[src/cs3_pkg.sv]
package cs3_pkg;

    // register indices on the slot register port
    localparam logic ADDR_STATUS = 1'h0;
    localparam logic ADDR_CTRL   = 1'h1;

    // supply selection, class per code
    typedef enum logic [1:0] {
        VSEL_OFF = 2'h0,
        VSEL_1V8 = 2'h1,
        VSEL_3V  = 2'h2,
        VSEL_5V  = 2'h3
    } cs3_vsel_type;

    // card clock source selection
    typedef enum logic [2:0] {
        SRC_MASTER    = 3'h0,
        SRC_CONV      = 3'h1,
        SRC_CONV_D2   = 3'h2,
        SRC_CONV_D4   = 3'h3,
        SRC_AUX       = 3'h4,
        SRC_AUX_D2    = 3'h5,
        SRC_MASTER_D2 = 3'h6,
        SRC_MASTER_D4 = 3'h7
    } cs3_src_type;

    // reset and answer-timeout sequence
    typedef enum logic [1:0] {
        SEQ_IDLE  = 2'h0,
        SEQ_DELAY = 2'h1,
        SEQ_WAIT  = 2'h2,
        SEQ_DONE  = 2'h3
    } cs3_seq_type;

    // status and voltage configuration register layout
    typedef struct packed {
        logic         irq;
        logic         good;
        logic         atr;
        logic [1:0]   unused;
        logic         verr;
        cs3_vsel_type vsel;
    } cs3_stat_type;

    // clock and reset control register layout
    typedef struct packed {
        logic        art;
        logic        unused;
        logic        reset_ctl;
        logic        level;
        logic        halt;
        cs3_src_type src;
    } cs3_ctrl_type;

    localparam cs3_stat_type STAT_RESET = 8'h00;
    localparam cs3_ctrl_type CTRL_RESET = 8'h08;

    // divider limits for half periods of the card clock
    localparam logic [1:0] DIV1_LIM = 2'h0;
    localparam logic [1:0] DIV2_LIM = 2'h1;
    localparam logic [1:0] DIV4_LIM = 2'h3;

endpackage

[src/cs3_clkgen.sv]
module cs3_clkgen
    import cs3_pkg::*;
(
    // clock and reset
    input  wire logic             clk_i,
    input  wire logic             arst_n_i,
    // settings
    input  wire logic             halt_i,
    input  wire logic             level_i,
    input  wire cs3_pkg::cs3_src_type src_i,
    // synchronised source clocks
    input  wire logic             conv_s_i,
    input  wire logic             aux_s_i,
    // card clock
    output logic                  pin_o,
    output logic                  rise_o,
    output logic                  stopped_o
);
    import cs3_pkg::*;

    logic        conv_prev_reg, conv_prev_next;
    logic        aux_prev_reg, aux_prev_next;
    logic [1:0]  cnt_reg, cnt_next;
    cs3_src_type src_reg, src_next;
    logic        pin_reg, pin_next;
    logic        stop_reg, stop_next;
    logic        rise_reg, rise_next;
    logic        base;
    logic [1:0]  lim;
    logic        half_tick;

    // base event and divider per active source
    always_comb
    begin
        conv_prev_next = conv_s_i;
        aux_prev_next  = aux_s_i;
        case (src_reg)
            SRC_MASTER:    begin base = 1'b1; lim = DIV1_LIM; end
            SRC_CONV:      begin base = conv_s_i ^ conv_prev_reg; lim = DIV1_LIM; end
            SRC_CONV_D2:   begin base = conv_s_i ^ conv_prev_reg; lim = DIV2_LIM; end
            SRC_CONV_D4:   begin base = conv_s_i ^ conv_prev_reg; lim = DIV4_LIM; end
            SRC_AUX:       begin base = aux_s_i ^ aux_prev_reg; lim = DIV1_LIM; end
            SRC_AUX_D2:    begin base = aux_s_i ^ aux_prev_reg; lim = DIV2_LIM; end
            SRC_MASTER_D2: begin base = 1'b1; lim = DIV2_LIM; end
            default:       begin base = 1'b1; lim = DIV4_LIM; end
        endcase
        half_tick = base && (cnt_reg == lim);
        cnt_next  = cnt_reg;
        if (base)
        begin
            cnt_next = half_tick ? 2'h0 : cnt_reg + 2'h1;
        end
        // source and stop changes only land on a half-period boundary
        src_next  = half_tick ? src_i : src_reg;
        stop_next = stop_reg;
        pin_next  = pin_reg;
        if (stop_reg)
        begin
            pin_next = level_i;
            if (half_tick && !halt_i)
            begin
                stop_next = 1'b0;
                pin_next  = !level_i;
            end
        end
        else if (half_tick)
        begin
            if (halt_i && (pin_reg == level_i))
                stop_next = 1'b1;
            else
                pin_next = !pin_reg;
        end
        rise_next = pin_next && !pin_reg && !stop_next;
    end

    // register stage
    always_ff @(posedge clk_i or negedge arst_n_i)
    begin
        if (!arst_n_i)
        begin
            conv_prev_reg <= 1'b0;
            aux_prev_reg  <= 1'b0;
            cnt_reg       <= 2'h0;
            src_reg       <= SRC_MASTER;
            pin_reg       <= 1'b0;
            stop_reg      <= 1'b1;
            rise_reg      <= 1'b0;
        end
        else
        begin
            conv_prev_reg <= conv_prev_next;
            aux_prev_reg  <= aux_prev_next;
            cnt_reg       <= cnt_next;
            src_reg       <= src_next;
            pin_reg       <= pin_next;
            stop_reg      <= stop_next;
            rise_reg      <= rise_next;
        end
    end

    assign pin_o     = pin_reg;
    assign rise_o    = rise_reg;
    assign stopped_o = stop_reg;
endmodule

[src/cs3_slot3.sv]
module cs3_slot3
    import cs3_pkg::*;
#(
    parameter int ATR_CYCLES = 40000,
    parameter int RST_DELAY  = 400
)(
    // clock and reset
    input  wire logic       clk_i,
    input  wire logic       arst_n_i,
    // register port
    input  wire logic       reg_addr_i,
    input  wire logic       reg_wr_i,
    input  wire logic       reg_rd_i,
    input  wire logic [7:0] reg_wdata_i,
    output logic      [7:0] reg_rdata_o,
    // regulator and mode
    input  wire logic       slot_regulator_in_range_i,
    input  wire logic       slot_two_full_interface_i,
    // external clocks and pins
    input  wire logic       converter_clock_i,
    input  wire logic       auxiliary_clock_input_i,
    input  wire logic       auxiliary_input_pin_i,
    input  wire logic       card_io_line_i,
    // card side
    output logic            card_clock_pin_o,
    output logic            card_reset_pin_o,
    output logic            slot_attention_o
);
    import cs3_pkg::*;

    localparam int CNT_W = $clog2(ATR_CYCLES + 1);

    if (ATR_CYCLES < 2 || RST_DELAY < 1 || RST_DELAY > ATR_CYCLES)
    begin : g_chk
        $error("cs3_slot3: unusable sequence counts");
    end

    // pin synchronisers: range, converter clk, aux clk, aux reset, io
    logic [4:0]   pins;
    logic [4:0]   sync1_reg;
    logic [4:0]   sync2_reg;
    logic         in_range_s, conv_s, aux_clk_s, aux_rst_s, io_s;
    logic         io_prev_reg;

    cs3_stat_type stat_reg, stat_next;
    cs3_ctrl_type ctrl_reg, ctrl_next;
    logic [7:0]   rdata_reg, rdata_next;
    cs3_seq_type  seq_reg, seq_next;
    logic [CNT_W-1:0] cnt_reg, cnt_next;
    logic         rst_pin_reg, rst_pin_next;
    logic         attn_reg, attn_next;
    logic         atr_ovf;
    logic         card_rise;
    logic         rd_stat;
    logic         wr_stat;
    logic         wr_ctrl;

    assign pins = {card_io_line_i, auxiliary_input_pin_i, auxiliary_clock_input_i,
                   converter_clock_i, slot_regulator_in_range_i};
    assign in_range_s = sync2_reg[0];
    assign conv_s     = sync2_reg[1];
    assign aux_clk_s  = sync2_reg[2];
    assign aux_rst_s  = sync2_reg[3];
    assign io_s       = sync2_reg[4];

    // two-flop synchronisers, one per pin
    for (genvar g = 0; g < 5; g++)
    begin : g_sync
        always_ff @(posedge clk_i or negedge arst_n_i)
        begin
            if (!arst_n_i)
            begin
                sync1_reg[g] <= 1'b0;
                sync2_reg[g] <= 1'b0;
            end
            else
            begin
                sync1_reg[g] <= pins[g];
                sync2_reg[g] <= sync1_reg[g];
            end
        end
    end

    // register access decode
    assign rd_stat = reg_rd_i && (reg_addr_i == ADDR_STATUS);
    assign wr_stat = reg_wr_i && (reg_addr_i == ADDR_STATUS);
    assign wr_ctrl = reg_wr_i && (reg_addr_i == ADDR_CTRL);

    // register file next values
    always_comb
    begin
        stat_next = stat_reg;
        ctrl_next = ctrl_reg;
        if (rd_stat)
        begin
            stat_next.irq  = 1'b0;
            stat_next.atr  = 1'b0;
            stat_next.verr = 1'b0;
        end
        if (wr_stat)
        begin
            stat_next.vsel = cs3_vsel_type'(reg_wdata_i[1:0]);
            if (reg_wdata_i[5])
                stat_next.atr = 1'b1;
            if (reg_wdata_i[2])
                stat_next.verr = 1'b1;
        end
        // hardware sets win over read clears
        stat_next.good = in_range_s && (stat_reg.vsel != VSEL_OFF);
        if (stat_next.good && !stat_reg.good)
            stat_next.irq = 1'b1;
        if (atr_ovf)
            stat_next.atr = 1'b1;
        if (stat_reg.good && !in_range_s && (stat_reg.vsel != VSEL_OFF))
            stat_next.verr = 1'b1;
        stat_next.unused = 2'h0;
        if (wr_ctrl)
        begin
            ctrl_next        = cs3_ctrl_type'(reg_wdata_i);
            ctrl_next.unused = 1'b0;
        end
        if (slot_two_full_interface_i)
        begin
            ctrl_next.level = 1'b0;
            ctrl_next.halt  = 1'b1;
        end
        rdata_next = rdata_reg;
        if (reg_rd_i)
            rdata_next = (reg_addr_i == ADDR_STATUS) ? stat_reg : ctrl_reg;
        attn_next = (stat_reg.irq || stat_reg.atr || stat_reg.verr)
                    && !slot_two_full_interface_i;
    end

    // reset pin and answer timeout sequence
    always_comb
    begin
        seq_next = seq_reg;
        cnt_next = cnt_reg;
        atr_ovf  = 1'b0;
        case (seq_reg)
            SEQ_IDLE:
            begin
                cnt_next = '0;
                if (ctrl_reg.reset_ctl)
                    seq_next = ctrl_reg.art ? SEQ_DELAY : SEQ_WAIT;
            end
            SEQ_DELAY:
            begin
                if (card_rise)
                    cnt_next = cnt_reg + CNT_W'(1);
                if (!ctrl_reg.art || (card_rise && (cnt_reg == CNT_W'(RST_DELAY - 1))))
                begin
                    seq_next = SEQ_WAIT;
                    cnt_next = '0;
                end
            end
            SEQ_WAIT:
            begin
                if (card_rise)
                    cnt_next = cnt_reg + CNT_W'(1);
                if (io_prev_reg && !io_s)
                    seq_next = SEQ_DONE;
                else if (card_rise && (cnt_reg == CNT_W'(ATR_CYCLES - 1)))
                begin
                    atr_ovf  = 1'b1;
                    seq_next = SEQ_DONE;
                end
            end
            SEQ_DONE:
                seq_next = SEQ_DONE;
            default:
                seq_next = SEQ_IDLE;
        endcase
        if (!ctrl_reg.reset_ctl)
            seq_next = SEQ_IDLE;
        // aux pin path relies on the control bit being left clear
        rst_pin_next = (seq_next == SEQ_WAIT) || (seq_next == SEQ_DONE) || aux_rst_s;
    end

    // register stage
    always_ff @(posedge clk_i or negedge arst_n_i)
    begin
        if (!arst_n_i)
        begin
            stat_reg    <= STAT_RESET;
            ctrl_reg    <= CTRL_RESET;
            rdata_reg   <= 8'h00;
            seq_reg     <= SEQ_IDLE;
            cnt_reg     <= '0;
            rst_pin_reg <= 1'b0;
            attn_reg    <= 1'b0;
            io_prev_reg <= 1'b0;
        end
        else
        begin
            stat_reg    <= stat_next;
            ctrl_reg    <= ctrl_next;
            rdata_reg   <= rdata_next;
            seq_reg     <= seq_next;
            cnt_reg     <= cnt_next;
            rst_pin_reg <= rst_pin_next;
            attn_reg    <= attn_next;
            io_prev_reg <= io_s;
        end
    end

    // glitch-free card clock
    cs3_clkgen u_clkgen (
        .clk_i     (clk_i),
        .arst_n_i  (arst_n_i),
        .halt_i    (ctrl_reg.halt),
        .level_i   (ctrl_reg.level),
        .src_i     (ctrl_reg.src),
        .conv_s_i  (conv_s),
        .aux_s_i   (aux_clk_s),
        .pin_o     (card_clock_pin_o),
        .rise_o    (card_rise),
        .stopped_o ()
    );

    assign reg_rdata_o      = rdata_reg;
    assign card_reset_pin_o = rst_pin_reg;
    assign slot_attention_o = attn_reg;
endmodule

[config.mk]
export PLATFORM = sky130hd
export DESIGN_NAME = cs3_slot3
export DESIGN_NICKNAME = d
export VERILOG_FILES = /design/src/cs3_pkg.sv /design/src/cs3_clkgen.sv /design/src/cs3_slot3.sv
export SDC_FILE = /design/constraint.sdc
export NUM_CORES = 1
export LEC_CHECK = 0
export BUFFER_PORTS_ARGS = -buffer_cell sky130_fd_sc_hd__buf_2
export CORE_MARGIN = 2
export CORE_UTILIZATION = 50
export DETAILED_ROUTE_END_ITERATION = 8
export PLACE_DENSITY = 0.72
export SKIP_CTS_REPAIR_TIMING = 1
export SYNTH_ARGS = -nofsm -noshare
export SYNTH_HDL_FRONTEND = slang
export SYNTH_SLANG_ARGS = --single-unit
[constraint.sdc]
create_clock -name clk_i -period 2.1 [get_ports clk_i]
set_clock_uncertainty 0.05 [all_clocks]
set_input_delay 0.315 -clock clk_i [delete_from_list [all_inputs] [get_ports clk_i]]
set_output_delay 0.315 -clock clk_i [all_outputs]
set_load 0.005 [all_outputs]
==> metrics <==
status complete, but fails checks; failing checks negative setup slack; TritonCTS clock tree yes; Via density 5.589; Synth Warn # 0; LEAKAGE 1.621 nW; most common cell after layout, fill and taps aside dfrtp_1; Clock Tree Buf Depth 2; Area after DPL 3271 um2; Die Height 80.62 um; startpoint types register; most frequent cells in the layout dfrtp_1 (60), buf_2 (28), nor2_1 (21); Crit. End Element register; Cell Area, Synth 2935 um2; Area growth, synth to finish 20.97%; routed len/inst 15.08 um; max incr delay on CP 0.56 ns; Worst-Margin Slew 0.6440 ns; CP max FO 4; syn_nets 294; total global routing overflow 0; flops & latches, synth 62; crit-path cells or4_4 > o41ai_4 > and3_2 > o21bai_1 > a32o_1; H-tree Lvls 3; max_cap viols 0; Buf/Inv on CP 0; Setup-failing EPs final 9; Synth Flop Type dfrtp_1; layout cells sized above 1 30.77%; Final Hold Viols 0; hold slack 0.02869 ns; Final Wtd Congestion 0.9077; fmax 0.4628 GHz; max reg flops 16; router iterations before antenna repair 4; Pwr Density 1076 nW/um2; Setup TNS Final -0.2512 ns; Final Cycle Share 102.9%; Via Count 2219; Iteration-0 DRC Markers 108; Arrival @ worst endpoint 2.34 ns; I/O Pins 30; vias in the first global route 2134; Comb pwr share 30.2%; Post-Route Utilization 63.70%; number of flops mapped to enable cells by yosys 0; hpwl dp 4.276 mm; peak supply drop 0.0006105 V; Clk Tree Root Cell clkbuf_8; final slew viol count 0; Routed Antenna Nets 0; GRT Util Overall 20.18%; largest net degree at the start of global routing 28; Mean Syn Cell Area 10.91 um2; Final Power 3.821 mW; Skew-Pair Late Insertion Delay 0.34 ns; hold crit path type in2reg; Worst path top cell family by delay simple AND/OR/NAND/NOR gates; # placed instances 379; Row Count 27; global-route wire length before repair 9.784 mm; share of total power in the clock network 29.7%; critical path class reg2reg; CTS Buf Count 9; die area 6500 um2; initial antenna violation count 0; RSZ-0062 raised after global routing true; DP Worst Slack -0.07153 ns; Int Power 2.617 mW; sequential area share after synthesis 52.94%; Reg clk slew, reported paths 0.07 ns; DRC viols 0; final setup margin -0.06061 ns; NumNets Final 345; Slew Limit Headroom 57.07%; Sw Share 31.50%; Synth cell types 51; Inserted Diodes 0; switching power total 1.203 mW; Mapped Cells 269; min Tclk post-route 2.161 ns; CP required 2.28 ns; Final Cell Area 3551 um2; highest-delay cell along the critical path or4_4; die span in x 80.62 um; async set-reset flop share out of synthesis 100.0%; CORE AREA 5574 um2; Initial Utilization 52.66%; Seq pwr share 40.1%; Non-Filler Instances 397; Sink Count 62; routed wire length 5.985 mm; Port Buf Inserts 28
final timing paths:
path                       depth (start not counted)  slack, ns                 startpoint                       to
min in group asynchronous                          2       0.48                   arst_n_i  ctrl_reg[5]$_DFFE_PN0P_
min                                                1       0.03  slot_regulator_in_range_i   sync1_reg[0]$_DFF_PN0_
max                                                5      -0.06     cnt_reg[6]$_DFFE_PN0P_   cnt_reg[1]$_DFFE_PN0P_
max reg2reg                                        5      -0.06     cnt_reg[6]$_DFFE_PN0P_   cnt_reg[1]$_DFFE_PN0P_
min reg2reg                                        0       0.30     sync1_reg[4]$_DFF_PN0_           io_s$_DFF_PN0_
max in group asynchronous                          3       0.91                   arst_n_i  ctrl_reg[7]$_DFFE_PN0P_
layout make-up:
class | instances | area [um2]
clock inverter | 6 | 86.33
clock buffer | 10 | 127.6
timing repair buffer | 51 | 331.6
fill | 472 | 2023
multi-input combinational | 183 | 1313
inverter | 13 | 48.80
sequential | 62 | 1554
tap | 72 | 90.09
synthesized netlist by cell type, types with 3 or more instances:
cell type	instances	area, um2
dfrtp_1	60	1501
nor2_1	23	86.33
a21oi_1	18	90.09
nand2_1	16	60.06
mux2i_1	14	140.1
inv_1	13	48.80
mux2_2	13	146.4
o21ai_0	10	50.05
nand3_1	9	45.04
ha_1	6	75.07
nor4_1	6	37.54
and3_1	5	31.28
nand4_1	5	31.28
a22o_1	4	35.03
clkbuf_1	4	15.01
nor3_1	4	20.02
or3_1	4	25.02
xnor2_1	4	35.03
a21o_1	3	22.52
nor2b_1	3	18.77
or2_2	3	18.77
kinds of logic (layout without fill, tap and decap cells):
kind of cell	count (synthesis)	in the layout	share of synthesized area [%]
xor+xnor	6	6	1.790
mux	27	27	9.761
fa+ha+maj	6	6	2.557
compound gates	52	52	12.19
simple gates	92	92	16.75
flops	62	62	52.94
buf+inv	24	80	4.007
power groups by stage:
| stage | registers [mW] | clock network (mW) | logic (mW) |
|---|---|---|---|
| 3_5_place_dp | 1.55 | 0 | 1.09 |
| 5_1_grt | 1.56 | 1.20 | 1.29 |
| 6_report | 1.53 | 1.14 | 1.15 |
| 2_1_floorplan | 1.51 | 0 | 0.783 |
| 3_3_place_gp | 1.54 | 0 | 1.05 |
| 4_1_cts | 1.53 | 1.15 | 1.09 |
metal layers:
layer  track usage, %  routed length, um  vias up
met2            29.92               2852       54
met3            3.933                250       12
met5                0                  0        -
met1            28.51               2740     1082
met4            9.661                142        0
li1                 -                  -     1071
Power figures use the tool's default switching activity.
